## config.mk

```make
export PLATFORM = sky130hd
export DESIGN_NAME = mpsu_top
export DESIGN_NICKNAME = d
export VERILOG_FILES = /design/src/hdl/mpsu_pkg.sv /design/src/hdl/mpsu_top.sv
export SDC_FILE = /design/constraint.sdc
export NUM_CORES = 1
export LEC_CHECK = 0
export BUFFER_PORTS_ARGS = -buffer_cell sky130_fd_sc_hd__buf_2
export CORE_MARGIN = 5
export CORE_UTILIZATION = 40
export DETAILED_ROUTE_END_ITERATION = 8
export PLACE_DENSITY_LB_ADDON = 0.05
export SYNTH_ARGS = -nofsm -noshare
export SYNTH_HDL_FRONTEND = slang
export SYNTH_SLANG_ARGS = --single-unit
```

## constraint.sdc

```tcl
create_clock -name CLK_I -period 7.8 [get_ports CLK_I]
set_clock_uncertainty 0.1 [all_clocks]
set_input_delay 2.34 -clock CLK_I [delete_from_list [all_inputs] [get_ports CLK_I]]
set_output_delay 2.34 -clock CLK_I [all_outputs]
set_load 0.005 [all_outputs]
```

## src/hdl/mpsu_pkg.sv

```systemverilog
`default_nettype none
package mpsu_pkg;
    localparam logic [3:0] PRS_OFF   = 4'h0;
    localparam logic [3:0] PRS_10BT  = 4'h1;
    localparam logic [3:0] PRS_USB   = 4'h2;
    localparam logic [3:0] PRS_UART  = 4'h3;
    localparam logic [3:0] PRS_SPI   = 4'h5;
    localparam logic [3:0] PRS_GENERAL_SERIAL_MODE  = 4'h6;
    localparam logic [7:0] SYNC_USB  = 8'h01;
    localparam logic [7:0] SYNC_SFD  = 8'hab;
    localparam int CLK_PERIOD_PS     = 4000;
    localparam int PREEMPH_DELAY_PS  = 50000;
    localparam int PREEMPH_CYC       = (PREEMPH_DELAY_PS + CLK_PERIOD_PS - 1) / CLK_PERIOD_PS;
    localparam logic [3:0] OVS_LAST  = 4'hf;
    localparam logic [3:0] WAIT_LAST = 4'h7;
    localparam logic [2:0] STUFF_RUN = 3'h6;

    typedef struct packed {
        logic [3:0] protocol_sel;
        logic       rx_invert;
        logic       tx_invert;
        logic       ext_clk;
        logic       rx_full_irq_en;
        logic       tx_empty_irq_en;
        logic       tx_underrun_irq_en;
    } mpsu_cfg_s;

    typedef enum logic [2:0] {
        RX_HUNT  = 3'b001,
        RX_START = 3'b010,
        RX_DATA  = 3'b100
    } mpsu_rx_e;
endpackage : mpsu_pkg
`default_nettype wire

```

## src/hdl/mpsu_top.sv

```systemverilog
`default_nettype none
module mpsu_top #(
    parameter int DW        = 8,
    parameter int CW        = 4,
    parameter int INT_DIV   = 4,
    parameter int EOP_SLOTS = 2
) (
    input  wire logic               CLK_I,
    input  wire logic               RST_I,
    input  wire mpsu_pkg::mpsu_cfg_s CFG_I,
    input  wire logic [7:0]         SYNC_PATTERN_REG_I,
    input  wire logic [CW-1:0]      RX_BIT_COUNT_REG_I,
    output logic [DW-1:0]           RX_BUFFER_REG_O,
    output logic [CW-1:0]           RX_COUNT_O,
    output logic                    RX_LOAD_O,
    output logic                    RX_EOP_O,
    input  wire logic               RX_EOP_CLR_I,
    input  wire logic [DW-1:0]      TX_BUFFER_REG_I,
    input  wire logic [CW-1:0]      TX_COUNT_I,
    input  wire logic               TX_LOAD_I,
    output logic                    TX_READY_O,
    output logic                    IRQ_O,
    input  wire logic               SERIAL_CLK_PIN_I,
    input  wire logic               RX_SERIAL_IN_I,
    input  wire logic               RX_PLUS_I,
    input  wire logic               RX_MINUS_I,
    output logic                    TX_PLUS_O,
    output logic                    TX_MINUS_O,
    output logic                    TX_PLUS_PREEMPH_O,
    output logic                    TX_MINUS_PREEMPH_O,
    output logic                    XCVR_OUT_EN_N_O
);
    localparam int PD = mpsu_pkg::PREEMPH_CYC - 1;

    // Reserved protocol codes match none of these and idle the lines as disabled, but unlike PRS_OFF do not end RX_DATA or clear tact
    function automatic logic f_diff(input logic [3:0] m);
        return m == mpsu_pkg::PRS_10BT || m == mpsu_pkg::PRS_USB;
    endfunction : f_diff

    function automatic logic f_plain(input logic [3:0] m);
        return m == mpsu_pkg::PRS_UART || m == mpsu_pkg::PRS_SPI || m == mpsu_pkg::PRS_GENERAL_SERIAL_MODE;
    endfunction : f_plain

    logic [3:0]         mode;
    logic [3:0]         s1;
    logic [3:0]         s2;
    logic               clk_d;
    logic [15:0]        div;
    logic               src_tick;
    logic               inv_bit;
    mpsu_pkg::mpsu_rx_e rx_state;
    logic [3:0]         rx_div;
    logic               nrzi_prev;
    logic               man_half;
    logic [2:0]         ones;
    logic [7:0]         hist;
    logic [DW-1:0]      sh;
    logic [DW-1:0]      next_sh;
    logic [CW-1:0]      cnt;
    logic [CW-1:0]      target;
    logic               uprev;
    logic               eop_line;
    logic               eop_d;
    logic               eop_ev;
    logic               bit_ok;
    logic               bit_v;
    logic               match;
    logic               done;
    logic [DW-1:0]      tbuf;
    logic [CW-1:0]      tcnt;
    logic               tfull;
    logic [DW-1:0]      tsh;
    logic [CW-1:0]      tleft;
    logic               tact;
    logic [7:0]         eopc;
    logic [2:0]         tones;
    logic               te;
    logic               tline;
    logic               thalf;
    logic [3:0]         tdiv;
    logic               tx_tick;
    logic               tbit;
    logic               stuff;
    logic               shift_on;
    logic               move;
    logic               underrun;
    logic               emit;
    logic               ebit;
    logic               ton;
    logic [PD-1:0]      dp;
    logic [PD-1:0]      dm;

    assign mode = CFG_I.protocol_sel;

    // Pins: s1 only feeds s2
    always_ff @(posedge CLK_I) begin
        if (RST_I) begin
            s1 <= 4'h0;
            s2 <= 4'h0;
            clk_d <= 1'b0;
        end else begin
            s1 <= {SERIAL_CLK_PIN_I, RX_PLUS_I, RX_MINUS_I, RX_SERIAL_IN_I};
            s2 <= s1;
            clk_d <= s2[3];
        end
    end

    always_ff @(posedge CLK_I) begin
        if (RST_I || div == 16'(INT_DIV - 1)) begin
            div <= 16'h0;
        end else begin
            div <= div + 16'h1;
        end
    end

    assign src_tick = CFG_I.ext_clk ? (s2[3] & ~clk_d) : (div == 16'(INT_DIV - 1));

    // 10Base-T data from the pair receiver, else the single input
    assign inv_bit  = (mode == mpsu_pkg::PRS_10BT ? s2[2] : s2[0]) ^ CFG_I.rx_invert;
    assign eop_line = ~s2[2] & ~s2[1];
    assign eop_ev   = eop_line & ~eop_d & (rx_state == mpsu_pkg::RX_DATA)
                      & (f_diff(mode) | mode == mpsu_pkg::PRS_GENERAL_SERIAL_MODE);
    assign next_sh  = {bit_v, sh[DW-1:1]};

    always_comb begin
        bit_ok = 1'b0;
        bit_v  = inv_bit;
        if (mode == mpsu_pkg::PRS_UART) begin
            bit_ok = src_tick && rx_state == mpsu_pkg::RX_DATA && rx_div == mpsu_pkg::OVS_LAST;
        end else if (src_tick) begin
            if (mode == mpsu_pkg::PRS_USB) begin
                bit_v  = (inv_bit == nrzi_prev);
                bit_ok = (ones != mpsu_pkg::STUFF_RUN);
            end else if (mode == mpsu_pkg::PRS_10BT) begin
                // Half-bit phase is free running; no clock recovery
                bit_ok = man_half;
            end else begin
                bit_ok = mode == mpsu_pkg::PRS_SPI || mode == mpsu_pkg::PRS_GENERAL_SERIAL_MODE;
            end
        end
    end

    assign match = rx_state == mpsu_pkg::RX_HUNT && bit_ok && f_diff(mode)
                   && {hist[6:0], bit_v} == SYNC_PATTERN_REG_I;
    assign done  = rx_state == mpsu_pkg::RX_DATA && bit_ok && !eop_ev
                   && CW'(cnt + 1'b1) == target;

    always_ff @(posedge CLK_I) begin
        if (RST_I) begin
            rx_state <= mpsu_pkg::RX_HUNT;
        end else begin
            unique case (rx_state)
                mpsu_pkg::RX_HUNT: begin
                    if (match || mode == mpsu_pkg::PRS_SPI || mode == mpsu_pkg::PRS_GENERAL_SERIAL_MODE) begin
                        rx_state <= mpsu_pkg::RX_DATA;
                    end else if (mode == mpsu_pkg::PRS_UART && src_tick && uprev && !inv_bit) begin
                        rx_state <= mpsu_pkg::RX_START;
                    end
                end
                mpsu_pkg::RX_START: begin
                    if (mode != mpsu_pkg::PRS_UART) begin
                        rx_state <= mpsu_pkg::RX_HUNT;
                    end else if (src_tick && rx_div == mpsu_pkg::WAIT_LAST) begin
                        rx_state <= mpsu_pkg::RX_DATA;
                    end
                end
                mpsu_pkg::RX_DATA: begin
                    // Matching stays off here until end-of-packet
                    if (mode == mpsu_pkg::PRS_OFF || eop_ev || (done && mode == mpsu_pkg::PRS_UART)) begin
                        rx_state <= mpsu_pkg::RX_HUNT;
                    end
                end
            endcase
        end
    end

    always_ff @(posedge CLK_I) begin
        if (RST_I || rx_state == mpsu_pkg::RX_HUNT) begin
            rx_div <= 4'h0;
        end else if (src_tick) begin
            rx_div <= (rx_state == mpsu_pkg::RX_START && rx_div == mpsu_pkg::WAIT_LAST)
                      ? 4'h0 : rx_div + 4'h1;
        end
    end

    always_ff @(posedge CLK_I) begin
        if (RST_I || rx_state != mpsu_pkg::RX_DATA) begin
            cnt <= '0;
            target <= RX_BIT_COUNT_REG_I;
        end else if (done) begin
            cnt <= '0;
            target <= RX_BIT_COUNT_REG_I;
        end else if (bit_ok && !eop_ev) begin
            cnt <= CW'(cnt + 1'b1);
        end
    end

    always_ff @(posedge CLK_I) begin
        if (RST_I) begin
            uprev <= 1'b1;
            nrzi_prev <= 1'b1;
            man_half <= 1'b0;
            ones <= 3'h0;
            hist <= 8'h0;
            sh <= '0;
            eop_d <= 1'b0;
        end else begin
            eop_d <= eop_line;
            if (src_tick) begin
                uprev <= inv_bit;
                nrzi_prev <= inv_bit;
                man_half <= (mode == mpsu_pkg::PRS_10BT) ? ~man_half : 1'b0;
                ones <= (mode != mpsu_pkg::PRS_USB || ones == mpsu_pkg::STUFF_RUN || !bit_v)
                        ? 3'h0 : ones + 3'h1;
            end
            if (bit_ok) begin
                hist <= {hist[6:0], bit_v};
                if (rx_state == mpsu_pkg::RX_DATA) begin
                    sh <= next_sh;
                end
            end
        end
    end

    always_ff @(posedge CLK_I) begin
        if (RST_I) begin
            RX_BUFFER_REG_O <= '0;
            RX_COUNT_O <= '0;
            RX_LOAD_O <= 1'b0;
        end else begin
            RX_LOAD_O <= eop_ev | done;
            if (eop_ev) begin
                RX_BUFFER_REG_O <= sh;
                RX_COUNT_O <= cnt;
            end else if (done) begin
                RX_BUFFER_REG_O <= next_sh;
                RX_COUNT_O <= target;
            end
        end
    end

    // Set beats a same-cycle clear
    always_ff @(posedge CLK_I) begin
        if (RST_I) begin
            RX_EOP_O <= 1'b0;
        end else if (eop_ev) begin
            RX_EOP_O <= 1'b1;
        end else if (RX_EOP_CLR_I) begin
            RX_EOP_O <= 1'b0;
        end
    end

    // Transmit divider runs free, so its phase differs from receive
    always_ff @(posedge CLK_I) begin
        if (RST_I) begin
            tdiv <= 4'h0;
        end else if (src_tick) begin
            tdiv <= tdiv + 4'h1;
        end
    end

    assign tx_tick  = (mode == mpsu_pkg::PRS_UART) ? src_tick && tdiv == mpsu_pkg::OVS_LAST : src_tick;
    assign tbit     = tx_tick && (mode != mpsu_pkg::PRS_10BT || thalf);
    assign stuff    = tact && mode == mpsu_pkg::PRS_USB && tones == mpsu_pkg::STUFF_RUN;
    assign shift_on = tleft != '0;
    assign move     = tbit && !stuff && !shift_on && tfull;
    assign underrun = tbit && !stuff && !shift_on && !tfull && tact;
    assign emit     = tbit && (stuff || shift_on || tfull);
    assign ebit     = stuff ? 1'b0 : (shift_on ? tsh[0] : tbuf[0]) ^ CFG_I.tx_invert;
    assign ton      = tact || eopc != 8'h0;
    assign TX_READY_O = ~tfull;

    always_ff @(posedge CLK_I) begin
        if (RST_I) begin
            tfull <= 1'b0;
            tbuf <= '0;
            tcnt <= '0;
        end else if (move) begin
            tfull <= 1'b0;
        end else if (TX_LOAD_I && !tfull) begin
            tfull <= 1'b1;
            tbuf <= TX_BUFFER_REG_I;
            tcnt <= TX_COUNT_I;
        end
    end

    always_ff @(posedge CLK_I) begin
        if (RST_I) begin
            tsh <= '0;
            tleft <= '0;
        end else if (emit && !stuff) begin
            if (shift_on) begin
                tsh <= tsh >> 1;
                tleft <= CW'(tleft - 1'b1);
            end else begin
                tsh <= tbuf >> 1;
                tleft <= CW'(tcnt - 1'b1);
            end
        end
    end

    always_ff @(posedge CLK_I) begin
        if (RST_I) begin
            tact <= 1'b0;
            eopc <= 8'h0;
        end else begin
            if (move) begin
                tact <= 1'b1;
            end else if (underrun || mode == mpsu_pkg::PRS_OFF) begin
                tact <= 1'b0;
            end
            if (underrun && f_diff(mode)) begin
                eopc <= 8'(EOP_SLOTS);
            end else if (tbit && eopc != 8'h0) begin
                eopc <= eopc - 8'h1;
            end
        end
    end

    always_ff @(posedge CLK_I) begin
        if (RST_I) begin
            tones <= 3'h0;
            te <= 1'b0;
            tline <= 1'b1;
            thalf <= 1'b0;
        end else begin
            if (tx_tick) begin
                thalf <= (mode == mpsu_pkg::PRS_10BT) ? ~thalf : 1'b0;
            end
            if (emit) begin
                te <= ebit;
                tones <= ebit ? tones + 3'h1 : 3'h0;
            end
            if (emit && mode == mpsu_pkg::PRS_USB && !ebit) begin
                tline <= ~tline;
            end else if (!ton) begin
                tline <= 1'b1;
            end
        end
    end

    always_ff @(posedge CLK_I) begin
        if (RST_I) begin
            TX_PLUS_O <= 1'b0;
            TX_MINUS_O <= 1'b0;
            XCVR_OUT_EN_N_O <= 1'b1;
        end else begin
            XCVR_OUT_EN_N_O <= !(mode == mpsu_pkg::PRS_USB && ton);
            if (mode == mpsu_pkg::PRS_USB) begin
                TX_PLUS_O <= (eopc == 8'h0) & tline;
                TX_MINUS_O <= (eopc == 8'h0) & ~tline;
            end else if (mode == mpsu_pkg::PRS_10BT) begin
                // First half carries the complement
                TX_PLUS_O <= tact ? (thalf ? te : ~te) : (eopc != 8'h0);
                TX_MINUS_O <= tact & (thalf ? ~te : te);
            end else begin
                TX_PLUS_O <= f_plain(mode) & (tact ? te : 1'b1);
                TX_MINUS_O <= 1'b0;
            end
        end
    end

    always_ff @(posedge CLK_I) begin
        if (RST_I) begin
            dp <= '0;
            dm <= '0;
            TX_PLUS_PREEMPH_O <= 1'b0;
            TX_MINUS_PREEMPH_O <= 1'b0;
        end else begin
            dp <= {dp[PD-2:0], TX_PLUS_O};
            dm <= {dm[PD-2:0], TX_MINUS_O};
            TX_PLUS_PREEMPH_O <= (mode == mpsu_pkg::PRS_10BT) & dp[PD-1];
            TX_MINUS_PREEMPH_O <= (mode == mpsu_pkg::PRS_10BT) & dm[PD-1];
        end
    end

    always_ff @(posedge CLK_I) begin
        if (RST_I) begin
            IRQ_O <= 1'b0;
        end else begin
            IRQ_O <= ((eop_ev | done) & CFG_I.rx_full_irq_en)
                     | (move & CFG_I.tx_empty_irq_en)
                     | (underrun & CFG_I.tx_underrun_irq_en);
        end
    end

    a_oe_usb_only: assert property (
        @(posedge CLK_I) disable iff (RST_I)
        mode != mpsu_pkg::PRS_USB |=> XCVR_OUT_EN_N_O)
        else $error("transceiver enable low outside usb");
    a_idle_low_10bt: assert property (
        @(posedge CLK_I) disable iff (RST_I)
        (mode == mpsu_pkg::PRS_10BT && !ton) |=> !TX_PLUS_O && !TX_MINUS_O)
        else $error("10base-t outputs not low when idle");
    a_preemph_delay: assert property (
        @(posedge CLK_I) disable iff (RST_I)
        $past(mode == mpsu_pkg::PRS_10BT)
        |-> TX_PLUS_PREEMPH_O == $past(TX_PLUS_O, mpsu_pkg::PREEMPH_CYC))
        else $error("pre-emphasis not a 13 cycle copy");
    a_rx_irq_gate: assert property (
        @(posedge CLK_I) disable iff (RST_I)
        (RX_LOAD_O && $past(CFG_I.rx_full_irq_en)) |-> IRQ_O)
        else $error("receive load interrupt missing");
    a_tx_load_take: assert property (
        @(posedge CLK_I) disable iff (RST_I)
        (TX_LOAD_I && TX_READY_O) |=> !TX_READY_O)
        else $error("transmit buffer not taken");
    a_sync_hold: assert property (
        @(posedge CLK_I) disable iff (RST_I)
        (rx_state == mpsu_pkg::RX_DATA && !eop_ev && f_diff(mode)) |=> rx_state == mpsu_pkg::RX_DATA)
        else $error("framing dropped before end-of-packet");
    a_sync_start: assert property (
        @(posedge CLK_I) disable iff (RST_I)
        match |=> rx_state == mpsu_pkg::RX_DATA && cnt == '0)
        else $error("sync match did not start reception");
    a_uart_wait: assert property (
        @(posedge CLK_I) disable iff (RST_I)
        (rx_state == mpsu_pkg::RX_START && mode == mpsu_pkg::PRS_UART
         && rx_div < mpsu_pkg::WAIT_LAST)
        |=> rx_state == mpsu_pkg::RX_START)
        else $error("uart start wait cut short");
    a_eop_capture: assert property (
        @(posedge CLK_I) disable iff (RST_I)
        eop_ev |=> RX_EOP_O && RX_LOAD_O && RX_COUNT_O == $past(cnt))
        else $error("end-of-packet capture wrong");
    a_underrun_irq: assert property (
        @(posedge CLK_I) disable iff (RST_I)
        (underrun && CFG_I.tx_underrun_irq_en) |=> IRQ_O)
        else $error("underrun interrupt missing");
endmodule : mpsu_top
`default_nettype wire

```

Yosys cells after proc, flatten, opt, wreduce, memory -nomap -nowiden
Index checks and enable logic that the tools add are counted.
Storage, ports and cells
  output and inout bits: 21
  word-level logic and storage cells: 224
  register bits after elaboration: 149
  bits of input ports: 42
Cells by class
  bitwise operators: 30
  multiplexer cells: 47
  add/sub/neg operators: 9
  equality and inequality tests: 26
  reductions and logical operators: 73
Operators with widths (count)
  $logic_and 1x1->1: 32
  $mux 1: 28
  $mux 4: 6
  $mux 3: 7
  $logic_or 1x1->1: 18
  $add 16x1->16 const B: 1
  $eq 16x2->1 const B: 1
  $mux 8: 2
  $and 1x1->1: 14
  $add 4x1->4 const B: 3
  $eq 4x3->1 const B: 3
  $not 1->1: 10
  $reduce_bool 2->1: 5
  $eq 3x3->1 const B: 3
  $ne 3x3->1 const B: 3
  $pmux 3 s3: 1
  $eq 4x2->1 const B: 2
  $eq 4x4->1 const B: 2
  $eq 8x8->1: 1
  $logic_not 1->1: 8
  $logic_not 8->1: 1
  $ne 4x2->1 const B: 2
  $reduce_bool 8->1: 1
  $sub 4x1->4 const B: 2
  other kinds (20): 29

Longest topological paths before layout
  word-level depth: 13
  depth in mapped cells: 9
  mapped depth without buffers: 8

Least setup slack after synthesis
OpenSTA, ideal clock, no wires.
  path kind: input to register
  from: input port CFG_I[9] (netlist name)
  to: register ones[1]
  arrival: 4227 ps
  buffers on the path: 2
  setup slack: 3393 ps
  cell stages on the path: 8
  data required time: 7620 ps
  library setup time: 80 ps
  cells stage by stage: buf_6 or4b_1 buf_6 mux2i_4 xnor3_1 a211o_1 a21o_1 a211oi_2
Between the ends
  longest elaborated chain between the ends: 10
  elaborated cells between the ends (all ways): 14
Ends and longest elaborated chain
  start: declaration: line mpsu_top.sv:10  | input wire mpsu_pkg::mpsu_cfg_s CFG_I,
  $eq 4x1->1: line mpsu_top.sv:119  | assign inv_bit = (mode == mpsu_pkg::PRS_10BT ? s2[2] : s2[0]) ^ CFG_I.rx_invert;
  $mux 1: line mpsu_top.sv:119
  $xor 1x1->1: line mpsu_top.sv:119
  $eq 1x1->1: line mpsu_top.sv:132  | bit_v = (inv_bit == nrzi_prev);
  $mux 1: line mpsu_top.sv:131  | if (mode == mpsu_pkg::PRS_USB) begin
  $mux 1: line mpsu_top.sv:130  | end else if (src_tick) begin
  $mux 1: line mpsu_top.sv:128  | if (mode == mpsu_pkg::PRS_UART) begin
  $logic_not 1->1: line mpsu_top.sv:213  | ones <= (mode != mpsu_pkg::PRS_USB || ones == mpsu_pkg::STUFF_RUN || !bit_v)
  $logic_or 1x1->1 *: line mpsu_top.sv:213
  $mux 3 *: line mpsu_top.sv:214  | ? 3'h0 : ones + 3'h1;
  end signal: assignment: line mpsu_top.sv:213
  end: declaration: line mpsu_top.sv:55  | logic [2:0] ones;
Mark *: on every way between the ends. The rest lies on a longest branch, timed or not.
A chain may end at the register's enable or synchronous reset.

Worst setup path after layout
  from: input port CFG_I[6] (netlist name)
  to: register target[3] (enable)
Between the ends
  longest elaborated chain between the ends: 10
  elaborated cells between the ends (all ways): 18
Ends and longest elaborated chain
  $eq 4x3->1 (on tied branches): line mpsu_top.sv:138, mpsu_top.sv:122
  $logic_or 1x1->1: line mpsu_top.sv:138  | bit_ok = mode == mpsu_pkg::PRS_SPI || mode == mpsu_pkg::PRS_GENERAL_SERIAL_MODE;
  $mux 1: line mpsu_top.sv:134  | end else if (mode == mpsu_pkg::PRS_10BT) begin
  $mux 1: line mpsu_top.sv:131
  $mux 1: line mpsu_top.sv:130
  $mux 1: line mpsu_top.sv:128
  $logic_and 1x1->1: line mpsu_top.sv:145  | assign done = rx_state == mpsu_pkg::RX_DATA && bit_ok && !eop_ev
  $logic_and 1x1->1 *: line mpsu_top.sv:145
  $logic_and 1x1->1 *: line mpsu_top.sv:146  | && CW'(cnt + 1'b1) == target;
  $reduce_bool 2->1 (no line) *
  end signal: assignment: line mpsu_top.sv:189  | target <= RX_BIT_COUNT_REG_I;
  end signal: assignment: line mpsu_top.sv:192  | target <= RX_BIT_COUNT_REG_I;
  end: declaration: line mpsu_top.sv:60  | logic [CW-1:0] target;
Marks and branches as above.

==> impl_results.md <==
* Post-synth cell types at 63
* CTS buffer count at 17
* Clock Path Buffers at 2
* Final TNS setup at 0 ns
* Fin crit period at 4.88 ns
* Input/output buffers at 62
* Max-Cap Viols at 0
* CP endpoint kind: flop
* Post-synthesis async set-or-reset flop share at 0
* Nets at 776
* Placed inst area at 6710 µm²
* Vias in the first global route at 4754
* Max FO, Critical Path at 16
* Area growth syn-to-layout at 17.5%
* Total power at 1.79 mW
* DRT antenna net count at 0
* Final hold violation count at 0
* Syn_nets at 723
* Worst-path cell chain: buf_2 -> or3b_2 -> a21oi_1 -> nand2b_1 -> and4_1 -> or3_1
* Slew Limit Fails at 0
* Hold slack at 0.325 ns
* Postcts setup bufs at 0
* Top FF cell, synth: dfxtp_1
* Overall Global Routing Usage at 0.157
* Slowest-stage cell, CP: and4_1
* Starting Density at 0.410
* Rel. slew slack at 0.329
* H-tree Lvls at 4
* Post-route cell area at 7350 µm²
* # clock sinks at 148
* CTS root buf: clkbuf_16
* Remaining DRCs at 0
* Critical path buffers and inverters at 1
* Slew @ Worst Pin at 1.00 ns
* CTS Hold Buffers Added at 0
* CP startpoint kind: primary input
* Pin count of the biggest net entering global routing at 64
* Power per cell area at 243 nW/µm²
* Worst Hold Class: reg -> reg
* GP Congestion at 0.804
* Wirelength per Cell at 14.4 µm
* Synth Register Bits at 148
* Ant. Diodes at 0
* Post-synth top area share at 0.461
* Synth area leaders: dfxtp_1 46%, mux2i_1 5.9%, nor2_1 5.5%
* # resized after CTS at 0
* Leak pwr at 2.96 nW
* Area leader, netlist: dfxtp_1
* Family with the most delay on the worst path: simple AND/OR/NAND/NOR gates
* Die ar. at 18200 µm²
* # IOs at 63
* # rows at 45
* Max Fclk at 205 MHz
* Syn Std Cell Area at 6250 µm²
* Drt first-iter violations at 225
* Die Ht at 135 µm
* CTS tree: done
* Unrepaired setup endpoints after global routing: no
* Post-Syn Instances at 671
* Post-synth EDFFs at 4
* CP max stage delay at 0.63 ns
* Worst EP arrival at 4.91 ns
* Crit Path Class: in -> reg
* Clock transition at path regs at 0.06 ns
* Via count at 4693
* Area of the core at 15300 µm²
* Worst endpoint required time at 7.82 ns
* Dpl hpwl at 9.49 mm
* Period utilisation layout at 0.626
* Ys Warns at 0
* Vias per inst at 4.96
* Later-pin clock latency in the skew report at 0.41 ns
* Setup Viol. Count Final at 0
* Maximum vdd drop at 200 µV
* Status: finished clean
* Grt total ovfl at 0
* Register area share after synthesis at 0.480
* WL final at 13.7 mm
* Die W at 135 µm
* Initial antenna violation count at 0
* First-pass detailed-route iteration total at 4
* First-pass GRT wire length at 23.1 mm
* Layout cells sized above 1 at 0.144
* Syn avg cell area at 9.32 µm²
metal layers:
metal | GRT usage | up-vias | routed length [µm]
li1 | - | 2431 | -
met2 | 0.264 | 73 | 6530
met5 | 0 | - | 0
met4 | 0.0504 | 0 | 178
met3 | 0.0462 | 9 | 534
met1 | 0.193 | 2180 | 6420
through the flow:
stage / util / std cells / worst slack (ns)
final: 0.482 / 946 / 2.92
after global routing: 0.482 / 946 / 2.74
after CTS: 0.482 / 946 / 2.92
after detailed placement: 0.440 / 916 / 2.48
after global placement: 0.440 / 916 / 2.55
after floorplan: - / 671 / 3.39
area by class of cell:
| type | count | area [µm²] |
|---|---|---|
| Tap cell | 211 | 264 |
| Timing Repair Buffer | 64 | 328 |
| Sequential cell | 148 | 3000 |
| Clock buffer | 21 | 460 |
| Inverter | 10 | 37.5 |
| Multi-Input combinational cell | 483 | 3080 |
| Clock inverter | 9 | 178 |
| Fill cell | 1486 | 7910 |
power breakdown:
part | switching (mW) | internal (mW)
Sequential | 0.0135 | 0.776
Clock | 0.305 | 0.582
Combinational | 0.0659 | 0.0437
Total | 0.384 | 1.40
cells in the mapped netlist (3+ instances only):
cell type	count
a211oi_1	14
a21oi_1	32
a31oi_1	4
and2_1	3
and3_1	8
and4_1	3
buf_4	3
clkbuf_1	21
dfxtp_1	144
edfxtp_1	4
ha_1	10
inv_1	10
mux2i_1	37
nand2_1	60
nand2b_1	8
nand3_1	14
nand4_1	14
nor2_1	91
nor2b_1	36
nor3_1	16
nor3b_1	3
nor4_1	8
o21ai_0	14
o21ai_1	3
or3_1	7
or4_1	5
xnor2_1	21
xor2_1	32
final timing paths:
check	start	end	slack [ns]	depth (start not counted)
hold / removal	s2[1]$_SDFF_PP0_	eop_d$_SDFF_PP0_	0.32	1
setup / recovery	CFG_I[6]	target[3]$_DFFE_PP_	2.92	6
hold reg to reg	s2[1]$_SDFF_PP0_	eop_d$_SDFF_PP0_	0.32	1
setup reg to reg	div[0]$_SDFF_PP0_	target[3]$_DFFE_PP_	4.47	6
kinds of logic (layout without fill, tap and decap cells):
group | count (synthesis) | after routing | synth area share
xor gates and xnor gates | 55 | 55 | 0.0823
buffers and inverters | 40 | 104 | 0.0286
adders and majority gates | 10 | 10 | 0.0200
muxes | 38 | 38 | 0.0628
AOI/OAI and AO/OA | 91 | 91 | 0.0943
and+or+nand+nor | 289 | 289 | 0.232
DFF | 148 | 148 | 0.480
registers in the layout, indices dropped and copies added, names as in the netlist, 4 cells and up:
name / count
target: 4
div: 16
tcnt: 4
RX_BUFFER_REG_O: 8
tsh: 7
hist: 7
sh: 8
tleft: 4
dp: 12
tbuf: 8
dm: 12
s2: 4
cnt: 4
eopc: 8
RX_COUNT_O: 4
s1: 4
rx_div: 4
tdiv: 4
layout by cell type (no fill, tap or decap), types with 10 or more instances in the layout:
| cell | instances |
|---|---|
| nand4_1 | 14 |
| o21ai_0 | 14 |
| mux2i_1 | 37 |
| nand3_1 | 14 |
| a211oi_1 | 14 |
| nor2_1 | 91 |
| nor2b_1 | 36 |
| nand2_1 | 60 |
| xnor2_1 | 21 |
| inv_1 | 10 |
| ha_1 | 10 |
| xor2_1 | 32 |
| nor3_1 | 16 |
| a21oi_1 | 32 |
| buf_2 | 61 |
| dfxtp_1 | 144 |
| clkbuf_16 | 17 |
Note: power is estimated with default switching activity, not from simulation.
